--- src/hdl/ekw_pkg.sv ---
// Constants, register map and carrier types for the key and warning resources.
// Assumes one 25 MHz clock and an AHB-Lite register port with 32-bit data.
package ekw_pkg;

  // ****************************************
  // Register map (byte addresses)
  // ****************************************
  localparam logic [7:0] REG_DATA_LO = 8'h00;
  localparam logic [7:0] REG_DATA_HI = 8'h04;
  localparam logic [7:0] REG_ADDR = 8'h08;
  localparam logic [7:0] REG_OFFSET = 8'h0C;
  localparam logic [7:0] REG_CTRL = 8'h10;
  localparam logic [7:0] REG_STATUS = 8'h14;
  localparam logic [7:0] REG_LEVEL = 8'h18;

  localparam logic [7:0] CTRL_START = 8'h01;
  localparam int ST_RELEASE = 0;
  localparam int ST_TXN_ERR = 1;
  localparam int ST_ENC_ERR = 2;
  localparam int ADDR_READ_BIT = 6;
  localparam int ADDR_DEF_BIT = 7;

  // ****************************************
  // Resources and defining values
  // ****************************************
  localparam logic [9:0] RID_KEY = 10'h105;
  localparam logic [9:0] RID_WARN = 10'h107;
  localparam logic [7:0] DEF_SIZE = 8'h08;
  localparam logic [7:0] DEF_OVERRUN = 8'h5A;
  localparam logic [7:0] DEF_TYPE = 8'h18;
  localparam logic [7:0] KEY_RD_LVL = 8'h0F;
  localparam logic [7:0] KEY_WR_LVL = 8'h00;
  localparam logic [7:0] WARN_RD_LVL = 8'h00;
  localparam logic [7:0] WARN_WR_LVL = 8'h02;
  localparam logic [7:0] MAX_LEVEL = 8'h04;
  localparam logic [7:0] MAX_WARN_OFF = 8'h1F;
  localparam int NUM_LEVELS = 5;
  localparam int NUM_WARN = 16;
  localparam int WARN_THR_BIT = 4;
  localparam logic [4:0][31:0] KEY_DEFAULT = {32'h34343434, 32'h33333333, 32'h32323232, 32'h31313131, 32'h00000000};

  // ****************************************
  // Warning encodings
  // ****************************************
  localparam logic [2:0] WT_OFF = 3'h0;
  localparam logic [2:0] WT_BELOW = 3'h1;
  localparam logic [2:0] WT_ABOVE = 3'h2;
  localparam logic [2:0] WT_BIT_CLR = 3'h3;
  localparam logic [2:0] WT_BIT_SET = 3'h4;
  localparam logic [1:0] FW_16 = 2'h1;
  localparam logic [1:0] FW_32 = 2'h2;
  localparam logic [1:0] FW_64 = 2'h3;

  // ****************************************
  // Timing
  // ****************************************
  localparam int CLK_KHZ = 25000;
  localparam int SCAN_PERIOD_MS = 1000;
  localparam int SCAN_CYCLES = CLK_KHZ * SCAN_PERIOD_MS;

  typedef enum logic {ST_IDLE = 1'b0, ST_EXEC = 1'b1} ekw_state_e;
  typedef enum logic [1:0] {SC_IDLE = 2'b00, SC_REQ = 2'b01, SC_EVAL = 2'b10} ekw_scan_e;

  typedef struct packed {
    logic [2:0] wtype;
    logic [2:0] fmt;
    logic [9:0] resIdx;
    logic [15:0] resOff;
  } ekw_cfg_s;

  typedef struct packed {
    logic [9:0] resIdx;
    logic [15:0] resOff;
  } ekw_mon_s;

endpackage

--- src/hdl/ekw_key_warn.sv ---
// Key-change and user-warning resources of the encoder parameter channel.
// Assumes an AHB-Lite master on mclk and a monitored-value source that shows
// monValue in the same cycle in which the registered monitor strobe stands.
`timescale 1ns/1ps

// Contract
// [RULE1] Key resource defining read gives 105h, 8 bytes, levels 15/0, overrun 90, struct.
// [RULE2] Master sends old key, new key and target level in one write.
// [RULE3] Any level's key may be changed regardless of active level.
// [RULE4] Old key in bytes 7..4, new key in bytes 3..0.
// [RULE5] Reads of the key resource are refused.
// [RULE6] Offset gives key target level, valid 0 to 4.
// [RULE7] Master loads buffer, address 3D/05, offset, control 01, waits for release.
// [RULE8] Every enabled warning is evaluated once per second.
// [RULE9] A tripped warning raises encoder error and logs to error history.
// [RULE10] Warning resource defining read gives 107h, 8 bytes, levels 0/2, overrun 90, struct.
// [RULE11] Config word: index in byte1 plus byte0 bits 1..0, offset bytes 3..2.
// [RULE12] Type bits 7..5: off, below, above, bit cleared, bit set; 5..7 reserved.
// [RULE13] Format bits 4..2: 16/32/64 unsigned 1..3, signed 5..7, 0/4 none.
// [RULE14] Threshold uses bytes 7..0, 3..0 or 1..0 by width.
// [RULE15] Warning read returns stored config or threshold in write layout.
// [RULE16] Offsets 00h..0Fh select configs, 10h..1Fh thresholds.
// [RULE17] Master arms a warning with config at offset 0, then threshold at 10h.
// [RULE18] Active access level is zero after reset.
// [RULE19] Key change with wrong old key is rejected, key kept.
// [RULE20] Key offset above 4 or warning offset above 1Fh is rejected with error.
module ekw_key_warn
  import ekw_pkg::*;
#(
  parameter int ScanCycles = SCAN_CYCLES
) (
  // Clock and reset
  input wire logic mclk,
  input wire logic nrst,
  // AHB-Lite slave
  input wire logic hsel,
  input wire logic [31:0] haddr,
  input wire logic [1:0] htrans,
  input wire logic hwrite,
  input wire logic [2:0] hsize,
  input wire logic [31:0] hwdata,
  input wire logic hready,
  output logic hreadyout,
  output logic hresp,
  output logic [31:0] hrdata,
  // Monitored resource access
  output logic monStrobe,
  output ekw_mon_s monReq,
  input wire logic [63:0] monValue,
  // Error reporting
  output logic encError,
  output logic histLog,
  output logic [3:0] histWarnNo,
  output logic [2:0] activeLevel
);

  // ****************************************
  // Functions
  // ****************************************
  function automatic ekw_cfg_s cfgDecode(input logic [31:0] w);
    ekw_cfg_s c;
    c.wtype = w[7:5];
    c.fmt = w[4:2];
    c.resIdx = {w[1:0], w[15:8]}; // [RULE11]
    c.resOff = w[31:16];
    return c;
  endfunction

  function automatic logic [64:0] extend(input logic [2:0] fmt, input logic [63:0] v);
    logic [64:0] r;
    r = {1'b0, v};
    if (fmt[1:0] == FW_16) begin
      r = {{49{fmt[2] & v[15]}}, v[15:0]};
    end else if (fmt[1:0] == FW_32) begin
      r = {{33{fmt[2] & v[31]}}, v[31:0]};
    end else if (fmt[1:0] == FW_64) begin
      r = {fmt[2] & v[63], v};
    end
    return r; // [RULE14]
  endfunction

  function automatic logic warnTrip(input ekw_cfg_s c, input logic [63:0] thr, input logic [63:0] v);
    logic [64:0] a;
    logic [64:0] b;
    logic t;
    a = extend(c.fmt, v);
    b = extend(c.fmt, thr);
    t = 1'b0;
    case (c.wtype)
      WT_BELOW: t = (c.fmt[1:0] != 2'h0) && ($signed(a) < $signed(b)); // [RULE13]
      WT_ABOVE: t = (c.fmt[1:0] != 2'h0) && ($signed(a) > $signed(b));
      WT_BIT_CLR: t = ((~v & thr) != 64'h0);
      WT_BIT_SET: t = ((v & thr) != 64'h0);
      default: t = 1'b0; // [RULE12]
    endcase
    return t;
  endfunction

  // ****************************************
  // Storage
  // ****************************************
  logic [31:0] dataLo_r;
  logic [31:0] dataHi_r;
  logic [15:0] addr_r;
  logic [15:0] offset_r;
  logic release_r;
  logic txnErr_r;
  ekw_state_e state_r;
  logic [31:0] keys_r [NUM_LEVELS];
  logic [31:0] cfg_r [NUM_WARN];
  logic [63:0] thr_r [NUM_WARN];
  logic [15:0] tripped_r;
  logic wrPend_r;
  logic [7:0] wrAddr_r;

  // ****************************************
  // Bus decode
  // ****************************************
  wire addrPhase = hsel & htrans[1] & hready;
  wire [7:0] rdAddr = haddr[7:0];
  wire wrData = wrPend_r && (wrAddr_r == REG_DATA_LO);
  wire wrDataHi = wrPend_r && (wrAddr_r == REG_DATA_HI);
  wire wrAddr = wrPend_r && (wrAddr_r == REG_ADDR);
  wire wrOff = wrPend_r && (wrAddr_r == REG_OFFSET);
  wire wrCtrl = wrPend_r && (wrAddr_r == REG_CTRL);
  wire wrStat = wrPend_r && (wrAddr_r == REG_STATUS);
  wire wrLvl = wrPend_r && (wrAddr_r == REG_LEVEL);
  wire start = wrCtrl && (hwdata[7:0] == CTRL_START) && (state_r == ST_IDLE); // [RULE7]
  wire [31:0] statusWord = {tripped_r, 13'h0, encError, txnErr_r, release_r};
  wire [31:0] rdMux;
  assign rdMux = (rdAddr == REG_DATA_LO) ? dataLo_r :
                 (rdAddr == REG_DATA_HI) ? dataHi_r :
                 (rdAddr == REG_ADDR) ? {16'h0, addr_r} :
                 (rdAddr == REG_OFFSET) ? {16'h0, offset_r} :
                 (rdAddr == REG_STATUS) ? statusWord :
                 (rdAddr == REG_LEVEL) ? {29'h0, activeLevel} : 32'h0;

  // ****************************************
  // Transaction decode
  // ****************************************
  wire [9:0] resIdx = {addr_r[9:8], addr_r[7:0]};
  wire isKey = (resIdx == RID_KEY);
  wire isWarn = (resIdx == RID_WARN);
  wire doRead = addr_r[8 + ADDR_READ_BIT];
  wire doDef = addr_r[8 + ADDR_DEF_BIT];
  // Key level rides in the offset high byte; warning item in the low byte
  wire [7:0] offHi = offset_r[15:8];
  wire [7:0] offLo = offset_r[7:0];
  wire keyOffOk = (offLo == 8'h00) && (offHi <= MAX_LEVEL); // [RULE6] [RULE20]
  wire [2:0] keyLvl = offHi[2:0];
  wire keyMatch = keyOffOk && (keys_r[keyLvl] == dataHi_r); // [RULE4] [RULE19]
  wire keyErr = doRead || !keyMatch; // [RULE5]
  wire warnOffOk = (offHi == 8'h00) && (offLo <= MAX_WARN_OFF); // [RULE20]
  wire [3:0] warnNo = offLo[3:0];
  wire warnIsThr = offLo[WARN_THR_BIT]; // [RULE16]
  wire warnLvlOk = ({5'h0, activeLevel} >= WARN_WR_LVL);
  wire warnErr = !warnOffOk || (!doRead && !warnLvlOk);
  wire txnErr = doDef ? !(isKey || isWarn) : isKey ? keyErr : isWarn ? warnErr : 1'b1;
  wire [63:0] defWord;
  assign defWord = isKey ? {8'h0, DEF_TYPE, DEF_OVERRUN, KEY_WR_LVL, KEY_RD_LVL, DEF_SIZE, 6'h0, RID_KEY} // [RULE1]
                 : {8'h0, DEF_TYPE, DEF_OVERRUN, WARN_WR_LVL, WARN_RD_LVL, DEF_SIZE, 6'h0, RID_WARN}; // [RULE10]
  wire [63:0] warnRd = warnIsThr ? thr_r[warnNo] : {32'h0, cfg_r[warnNo]}; // [RULE15]
  wire [63:0] rdWord = doDef ? defWord : warnRd;
  wire execOk = (state_r == ST_EXEC) && !txnErr;
  wire loadRd = execOk && (doDef || doRead);
  wire keyWr = execOk && isKey && !doDef; // [RULE2] [RULE3]
  wire warnWr = execOk && isWarn && !doDef && !doRead;

  // ****************************************
  // Bus slave and parameter channel
  // ****************************************
  always_ff @(posedge mclk or negedge nrst) begin
    if (!nrst) begin
      hreadyout <= 1'b0;
      hresp <= 1'b0;
      hrdata <= 32'h0;
      wrPend_r <= 1'b0;
      wrAddr_r <= 8'h0;
    end else begin
      hreadyout <= 1'b1;
      hresp <= 1'b0;
      wrPend_r <= addrPhase & hwrite;
      if (addrPhase) begin
        wrAddr_r <= rdAddr;
        hrdata <= hwrite ? 32'h0 : rdMux;
      end
    end
  end

  always_ff @(posedge mclk or negedge nrst) begin
    if (!nrst) begin
      dataLo_r <= 32'h0;
      dataHi_r <= 32'h0;
      addr_r <= 16'h0;
      offset_r <= 16'h0;
      activeLevel <= 3'h0; // [RULE18]
    end else begin
      if (loadRd) begin
        dataLo_r <= rdWord[31:0];
        dataHi_r <= rdWord[63:32];
      end else begin
        if (wrData) dataLo_r <= hwdata;
        if (wrDataHi) dataHi_r <= hwdata;
      end
      if (wrAddr) addr_r <= hwdata[15:0];
      if (wrOff) offset_r <= hwdata[15:0];
      if (wrLvl && (hwdata[7:0] <= MAX_LEVEL)) activeLevel <= hwdata[2:0];
    end
  end

  always_ff @(posedge mclk or negedge nrst) begin
    if (!nrst) begin
      state_r <= ST_IDLE;
      release_r <= 1'b1;
      txnErr_r <= 1'b0;
    end else begin
      case (state_r)
        ST_IDLE: begin
          if (start) begin
            state_r <= ST_EXEC;
            release_r <= 1'b0;
          end
        end
        ST_EXEC: begin
          state_r <= ST_IDLE;
          release_r <= 1'b1;
          txnErr_r <= txnErr; // [RULE20]
        end
        default: state_r <= ST_IDLE;
      endcase
    end
  end

  // Keys survive only until reset; no non-volatile store behind them
  generate
    for (genvar k = 0; k < NUM_LEVELS; k++) begin : g_key
      always_ff @(posedge mclk or negedge nrst) begin
        if (!nrst) begin
          keys_r[k] <= KEY_DEFAULT[k];
        end else if (keyWr && (keyLvl == 3'(k))) begin
          keys_r[k] <= dataLo_r; // [RULE4]
        end
      end
    end
    for (genvar w = 0; w < NUM_WARN; w++) begin : g_warn
      always_ff @(posedge mclk or negedge nrst) begin
        if (!nrst) begin
          cfg_r[w] <= 32'h0;
          thr_r[w] <= 64'h0;
        end else if (warnWr && (warnNo == 4'(w))) begin
          if (warnIsThr) thr_r[w] <= {dataHi_r, dataLo_r}; // [RULE14]
          else cfg_r[w] <= dataLo_r; // [RULE11]
        end
      end
    end
  endgenerate

  // ****************************************
  // Once-per-second warning scan
  // ****************************************
  logic [31:0] tickCnt_r;
  ekw_scan_e scan_r;
  logic [3:0] scanIdx_r;
  wire tick = (tickCnt_r == 32'(ScanCycles - 1));
  wire ekw_cfg_s scanCfg = cfgDecode(cfg_r[scanIdx_r]);
  wire scanEn = (scanCfg.wtype != WT_OFF);
  wire trip = scanEn && warnTrip(scanCfg, thr_r[scanIdx_r], monValue);
  wire lastIdx = (scanIdx_r == 4'(NUM_WARN - 1));
  wire clrEnc = wrStat && hwdata[ST_ENC_ERR];

  always_ff @(posedge mclk or negedge nrst) begin
    if (!nrst) begin
      tickCnt_r <= 32'h0;
    end else begin
      tickCnt_r <= tick ? 32'h0 : tickCnt_r + 32'h1;
    end
  end

  // A scan still running at the next tick is not restarted; it takes 32 cycles
  always_ff @(posedge mclk or negedge nrst) begin
    if (!nrst) begin
      scan_r <= SC_IDLE;
      scanIdx_r <= 4'h0;
      monStrobe <= 1'b0;
      monReq <= '0;
    end else begin
      monStrobe <= 1'b0;
      case (scan_r)
        SC_IDLE: begin
          if (tick) begin
            scan_r <= SC_REQ; // [RULE8]
            scanIdx_r <= 4'h0;
          end
        end
        SC_REQ: begin
          monStrobe <= scanEn;
          monReq <= {scanCfg.resIdx, scanCfg.resOff};
          scan_r <= SC_EVAL;
        end
        SC_EVAL: begin
          scanIdx_r <= scanIdx_r + 4'h1;
          scan_r <= lastIdx ? SC_IDLE : SC_REQ;
        end
        default: scan_r <= SC_IDLE;
      endcase
    end
  end

  // Set beats clear when a trip lands in the same cycle as the clear
  always_ff @(posedge mclk or negedge nrst) begin
    if (!nrst) begin
      encError <= 1'b0;
      histLog <= 1'b0;
      histWarnNo <= 4'h0;
      tripped_r <= 16'h0;
    end else begin
      histLog <= 1'b0;
      if (clrEnc) begin
        encError <= 1'b0;
        tripped_r <= 16'h0;
      end
      if ((scan_r == SC_EVAL) && trip) begin
        encError <= 1'b1; // [RULE9]
        tripped_r[scanIdx_r] <= 1'b1;
        histLog <= 1'b1;
        histWarnNo <= scanIdx_r;
      end
    end
  end

endmodule

--- config.mk ---
export PLATFORM = sky130hd
export DESIGN_NAME = ekw_key_warn
export DESIGN_NICKNAME = d
export VERILOG_FILES = /design/src/hdl/ekw_pkg.sv /design/src/hdl/ekw_key_warn.sv
export SDC_FILE = /design/constraint.sdc
export NUM_CORES = 2
export LEC_CHECK = 0
export ABC_AREA = 0
export CAP_MARGIN = 20
export CORE_UTILIZATION = 35
export CTS_BUF_LIST = sky130_fd_sc_hd__clkbuf_4
export CTS_CLUSTER_SIZE = 30
export DETAILED_ROUTE_END_ITERATION = 6
export DONT_BUFFER_PORTS = 1
export HOLD_SLACK_MARGIN = 0.12
export SLEW_MARGIN = 15
export SYNTH_ARGS = -nofsm -noshare
export SYNTH_HDL_FRONTEND = slang
export SYNTH_SLANG_ARGS = --single-unit
--- constraint.sdc ---
create_clock -name mclk -period 16.5 [get_ports mclk]
set_input_delay 1.65 -clock mclk [delete_from_list [all_inputs] [get_ports mclk]]
set_output_delay 1.65 -clock mclk [all_outputs]
set_load 0.1 [all_outputs]
After elaboration in Yosys (flattened, before gate mapping)
Index checks and enable logic that the tools add are counted.

cells by class
  add/sub/neg operators = 2
  magnitude comparators = 11
  equality and inequality tests = 47
  muxes and demuxes = 57
  bitwise operators = 18
  reductions and logical operators = 107

operators with widths
  cell                   count
  $mux 32                17
  $bmux 64 s4            2
  $mux 65                6
  $mux 64                6
  $bmux 32 s4            2
  $and 64x64->64         2
  $reduce_bool 64->1     2
  $bmux 32 s3            1
  $reduce_and 2->1       33
  $gt 65x65->1           1
  $lt 65x65->1           1
  $not 64->64            1
  $logic_and 1x1->1      48
  $eq 8x5->1 const B     5
  $eq 4x4->1 const B     9
  $mux 34                1
  $add 32x1->32 const B  1
  $eq 32x25->1 const B   1
  $eq 32x32->1           1
  $eq 8x4->1 const B     4
  $logic_not 8->1        4
  $mux 16                2
  $eq 10x9->1 const B    2
  $eq 4x3->1 const B     4
  39 further kinds       86

storage, ports and cells
  flip-flop bits (word level) = 1927
  input bits = 138
  output and inout bits = 70
  word-level logic and storage cells = 301

Depth between registers and ports, before layout
  depth after elaboration = 17
  mapped depth = 27
  gate-level depth less buffers = 21

Worst setup path after synthesis
No wires, ideal clock.

  path kind = register to register
  start point = reg scanIdx_r[0]
  end point = reg tripped_r[10]
  data arrival time = 6889 ps
  data required time = 16376 ps
  path slack = 9487 ps
  stages on the path, launching flop included = 24
  buffers on the path = 10
  clock period less this slack = 7013 ps
  cells stage by stage = dfrtp_1 > buf_2 > buf_2 > buf_2 > buf_2 > clkbuf_1 > clkbuf_1 > buf_1 > buf_1 > clkbuf_1 > mux4_2 > mux4_2 > ha_1 > nor4_1 > nand4_1 > a221oi_1 > o21ai_0 > or4_1 > nor4_1 > nand4_1 > o31ai_1 > clkbuf_1 > a21oi_1 > a211o_1

on the way
  longest elaborated chain between the ends = 14
  elaborated cells on any way between the ends = 46

ends and longest elaborated chain
  what                                                                           RTL line                                  text
  from (decl)                                                                    ekw_key_warn.sv:263                       logic [3:0] scanIdx_r;
  from (signal assigned)                                                         ekw_key_warn.sv:301                       scanIdx_r <= scanIdx_r + 4'h1;
  $not 4->5 (implied by the code)                                                ekw_key_warn.sv:265, ekw_key_warn.sv:267
  $bmux 32 s4 / $bmux 64 s4 (equally long branches)                              ekw_key_warn.sv:265, ekw_key_warn.sv:267
  $mux 32 (implied by the code) / $mux 64 (equally long branches) (2 in series)  ekw_key_warn.sv:265, ekw_key_warn.sv:267
  $eq 2x2->1 / $and 1x1->1 (equally long branches)                               ekw_key_warn.sv:76, ekw_key_warn.sv:77
  $mux 65                                                                        ekw_key_warn.sv:76                        end else if (fmt[1:0] == FW_64) begin
  $mux 65                                                                        ekw_key_warn.sv:74                        end else if (fmt[1:0] == FW_32) begin
  $mux 65                                                                        ekw_key_warn.sv:72                        if (fmt[1:0] == FW_16) begin
  $gt 65x65->1 / $lt 65x65->1 (equally long branches)                            ekw_key_warn.sv:91, ekw_key_warn.sv:90
  $logic_and 1x1->1 (on tied branches)                                           ekw_key_warn.sv:91, ekw_key_warn.sv:90
  $pmux 1 s4                                                                     ekw_key_warn.sv:89                        case (c.wtype)
  $logic_and 1x1->1                                                              ekw_key_warn.sv:267                       wire trip = scanEn && warnTrip(scanCfg, thr_r[scanIdx_r], monValue);
  $logic_and 1x1->1                                                              ekw_key_warn.sv:322                       if ((scan_r == SC_EVAL) && trip) begin
  $mux 16 *                                                                      ekw_key_warn.sv:322
  to (signal assigned)                                                           ekw_key_warn.sv:315                       tripped_r <= 16'h0;
  to (signal assigned)                                                           ekw_key_warn.sv:320                       tripped_r <= 16'h0;
  to (signal, indexed assignment)                                                ekw_key_warn.sv:324                       tripped_r[scanIdx_r] <= 1'b1;
  to (decl)                                                                      ekw_key_warn.sv:112                       logic [15:0] tripped_r;

Every way passes the cells marked *; elsewhere a longest branch is shown, timed or not. The select of a mux whose other input is x is not followed.
A chain may end at the register's enable or synchronous reset.

Worst setup path after layout
  start point = reg scanIdx_r[1]
  end point = reg histWarnNo[2]

on the way
  longest elaborated chain between the ends = 13
  elaborated cells on any way between the ends = 39

ends and longest elaborated chain
  what                                                                           RTL line                                  text
  $not 4->5 (implied by the code) *                                              ekw_key_warn.sv:265, ekw_key_warn.sv:267
  $bmux 32 s4 / $bmux 64 s4 (equally long branches)                              ekw_key_warn.sv:265, ekw_key_warn.sv:267
  $mux 32 (implied by the code) / $mux 64 (equally long branches) (2 in series)  ekw_key_warn.sv:265, ekw_key_warn.sv:267
  $eq 2x2->1 / $and 1x1->1 (equally long branches)                               ekw_key_warn.sv:76, ekw_key_warn.sv:77
  $mux 65                                                                        ekw_key_warn.sv:76
  $mux 65                                                                        ekw_key_warn.sv:74
  $mux 65                                                                        ekw_key_warn.sv:72
  $gt 65x65->1 / $lt 65x65->1 (equally long branches)                            ekw_key_warn.sv:91, ekw_key_warn.sv:90
  $logic_and 1x1->1 (on tied branches)                                           ekw_key_warn.sv:91, ekw_key_warn.sv:90
  $pmux 1 s4                                                                     ekw_key_warn.sv:89
  $logic_and 1x1->1 *                                                            ekw_key_warn.sv:267
  $logic_and 1x1->1 *                                                            ekw_key_warn.sv:322
  to (signal assigned)                                                           ekw_key_warn.sv:326                       histWarnNo <= scanIdx_r;
  to (decl)                                                                      ekw_key_warn.sv:53                        output logic [3:0] histWarnNo,

Marked as above.

==> reports/qor.yml <==
floorplanning:
  start_util: 0.353
  die_h_um: 550
  core_um2: 298000
  fp.dieW_um: 550
  rows: 200
  io_pins: 208
  dieArea_um2: 303000
logic_synthesis:
  synth_fp_nets: 7668
  synth_common_cells: "dfrtp_1 (1874), mux2_2 (1692), mux4_2 (885), clkbuf_1 (448), a21oi_1 (250)"
  muxShareOfSynthArea: 0.405
  synthSimpleGateAreaFrac: 0.0371
  synthArstFlopShare: 1.00
  netlist_instances: 7429
  synth_top_family_by_area: "multiplexers"
  synthTopCellsByArea: "dfrtp_1 (45%), mux4_2 (19%), mux2_2 (18%), mux2i_1 (2.3%), clkbuf_1 (1.6%)"
  synth-compound-area-share: 0.0493
  yosys_warnings: 0
  synth_edf_count: 0
  yosysUniqueCellTypes: 85
  synth_xor_area_frac: 0.00433
  synth_ff_type: "dfrtp_1"
  synthAdderAreaFrac: 0.0120
  syn_avg_cell_area_um2: 14.2
  synth_top_area_frac: 0.446
  syn_area_um2: 105000
  yosysSeqAreaShare: 0.459
  ys_ff_latch: 1927
  synth_most_common_cell: "dfrtp_1"
  yosys.area.top_type: "dfrtp_1"
worst_setup_path:
  arrival_ps: 10930
  path_class: "register to register"
  max_stage_delay_ps: 980
  required_ps: 17710
  path_cells: "buf_12, buf_4, buf_12, nor2_2, a22o_1, a2111oi_0, nor2_1, o21ai_0, a21oi_1, ha_1, nand2_1, nor4_1, nor4bb_1, nand4_1, o21ai_0, xor2_1, mux2i_1, buf_4, o211ai_1, mux2_2"
  critPathLaunchType: "register"
  path_buf_inv: 4
  worstPathMaxFanout: 111
  cpMaxStageDelayCell: "a2111oi_0"
  cp-end-kind: "register"
  critical-path-top-delay-family: "compound AO/OA/AOI/OAI gates"
placement:
  dp_hpwl_um: 249000
  preCtsSetupSlack_ps: 6940
  numPlacedInstances: 10844
  place_area_um2: 109000
  gp_congestion: 1.00
  portBuffers: 0
power:
  p_per_area_nw_per_um2: 84.4
  vdd_drop_max_uv: 46.2
  p_leak_uw: 0.0520
  power_uw: 9810
route:
  avgRoutedWirePerCell_um: 32.6
  wl_um: 385000
  vias: 72043
  ant_nets: 0
  route.detailed.drc: 4
  drt-initial-drc-count: 7413
  first_pass_iters: 7
  viasPerCell: 6.09
clock_tree:
  cts_tree: "done"
  cts_buffers: 552
  clkTransAtPathRegs_ps: 60
  cts-root-buf: "clkbuf_4"
  clock_latency_ps: 1370
  cts_resized: 0
  htreeDepth: 6
  cts.sinks: 1927
  post_cts_buffers: 0
  ctsLongestPathBuffers: 4
  hold_buffers: 0
timing:
  fin_setup_tns_ps: 0
  finalCritPeriodShare: 0.590
  final_hold_viol_count: 0
  slew_headroom: 0.0838
  min_period_ps: 9730
  drv_slew: 0
  rsz0062_at_grt: "no"
  skew_ps: 164
  setup_violations: 0
  setup_ws_ps: 6770
  fmax_ghz: 0.103
  worst_slew_pin_slew_ps: 1370
finish:
  syn_to_final_growth_pct: 10.6
  num-nets-final: 7701
  stdcell_area_um2: 116000
  finalNonFillerCells: 11822
  drive_gt1_frac: 0.482
run:
  cap_violations: 0
run_status:
  violations: "DRC"
  status: "finished with violations"
global_route:
  grt_max_degree: 187
  track_usage: 0.253
  grt_pass1_vias: 73933
  antenna_found_initial: 30
  overflow: 0
  grt_pass1_wl_um: 554000
hold_path:
  hold_class: "primary input to async pin"
==> power by group <==
part | total [uW] | switching, uW | internal, uW
logic | 403 | 298 | 104
clock network | 4600 | 2150 | 2450
registers | 4810 | 67.4 | 4740
total | 9810 | 2510 | 7290
==> sequential cells by signal, indices dropped and copies added, names as in the netlist, 2 cells and up <==
name	cells
activeLevel	3
addr_r	16
cfg_r	512
dataHi_r	32
dataLo_r	32
histWarnNo	4
hrdata	32
keys_r	160
monReq	26
offset_r	16
scanIdx_r	4
scan_r	2
thr_r	1024
tickCnt_r	32
tripped_r	16
wrAddr_r	8
==> stage by stage <==
step	util	hold WS (ps)
floorplan	-	443
global placement	0.366	463
detailed placement	0.366	469
CTS	0.390	246
global route	0.390	192
finish	0.390	220
==> layout make-up <==
cell class / instances / area [um^2]
flip-flops and latches: 1927 / 48300
clock buffers: 798 / 5990
fillers: 27965 / 182000
well taps: 3939 / 4930
multi-input cells: 4650 / 53600
diodes: 43 / 108
clock inverters: 134 / 985
inverters: 119 / 452
repair buffers: 212 / 1820
==> per-layer routing <==
metal,track usage,share of wire,vias up
li1,-,-,28912
met1,0.340,0.41,38903
met2,0.383,0.46,3440
met3,0.0624,0.084,776
met4,0.120,0.048,12
met5,0,0.00020,-
==> logic make-up after synthesis <==
family	Yosys count
other	2
flip-flops	1927
XOR/XNOR	52
multiplexers	2919
AND/OR/NAND/NOR	778
AO/OA/AOI/OAI	798
buffers and inverters	852
adder cells (fa/ha/maj)	101
==> worst reg2reg max path: cells and delay by family, from the launching register on <==
family / cells / cell delay (ps)
AOI/OAI and AO/OA: 6 / 2620
buffers and inverters: 4 / 2480
and+or+nand+nor: 6 / 2300
DFF: 1 / 890
muxes: 2 / 550
xor gates and xnor gates: 1 / 410
adders and majority gates: 1 / 340
==> layout by cell type, fill, tap and decap left out, types with 33 or more instances in the layout <==
| cell type | synthesis | final |
|---|---|---|
| inv_1 | 117 | 116 |
| o21ai_0 | 173 | 170 |
| buf_4 | 9 | 194 |
| nor3_1 | 50 | 48 |
| diode_2 | 0 | 43 |
| a21oi_1 | 250 | 249 |
| mux2i_1 | 242 | 242 |
| ha_1 | 101 | 101 |
| mux2_1 | 100 | 100 |
| clkinv_1 | 2 | 84 |
| nand3_1 | 63 | 62 |
| dfrtp_1 | 1874 | 1859 |
| o41ai_1 | 33 | 33 |
| a221oi_1 | 49 | 49 |
| a22oi_1 | 73 | 73 |
| dfstp_2 | 53 | 53 |
| mux2_2 | 1692 | 1692 |
| nor2_1 | 191 | 181 |
| nand2_1 | 245 | 245 |
| mux4_2 | 885 | 885 |
| xnor2_1 | 37 | 37 |
| nand4_1 | 34 | 34 |
| nor4_1 | 34 | 34 |
| clkbuf_4 | 0 | 798 |
==> final timing paths <==
| kind | startpoint | end | slack, ps | cells after the start |
|---|---|---|---|---|
| hold reg to reg | tickCnt_r[31]$_DFF_PN0_ | tickCnt_r[31]$_DFF_PN0_ | 480 | 1 |
| setup reg to reg | scanIdx_r[1]$_DFFE_PN0P_ | histWarnNo[2]$_DFFE_PN0P_ | 6770 | 20 |
| hold / removal | nrst | thr_r[557]$_DFFE_PN0P_ | 220 | 1 |
| min in group mclk | hwrite | hrdata[13]$_DFFE_PN0P_ | 380 | 1 |
| setup / recovery | scanIdx_r[1]$_DFFE_PN0P_ | histWarnNo[2]$_DFFE_PN0P_ | 6770 | 20 |
| max in group asynchronous | nrst | keys_r[138]$_DFFE_PN0P_ | 12330 | 6 |
Note: power is estimated with default switching activity, not from simulation.
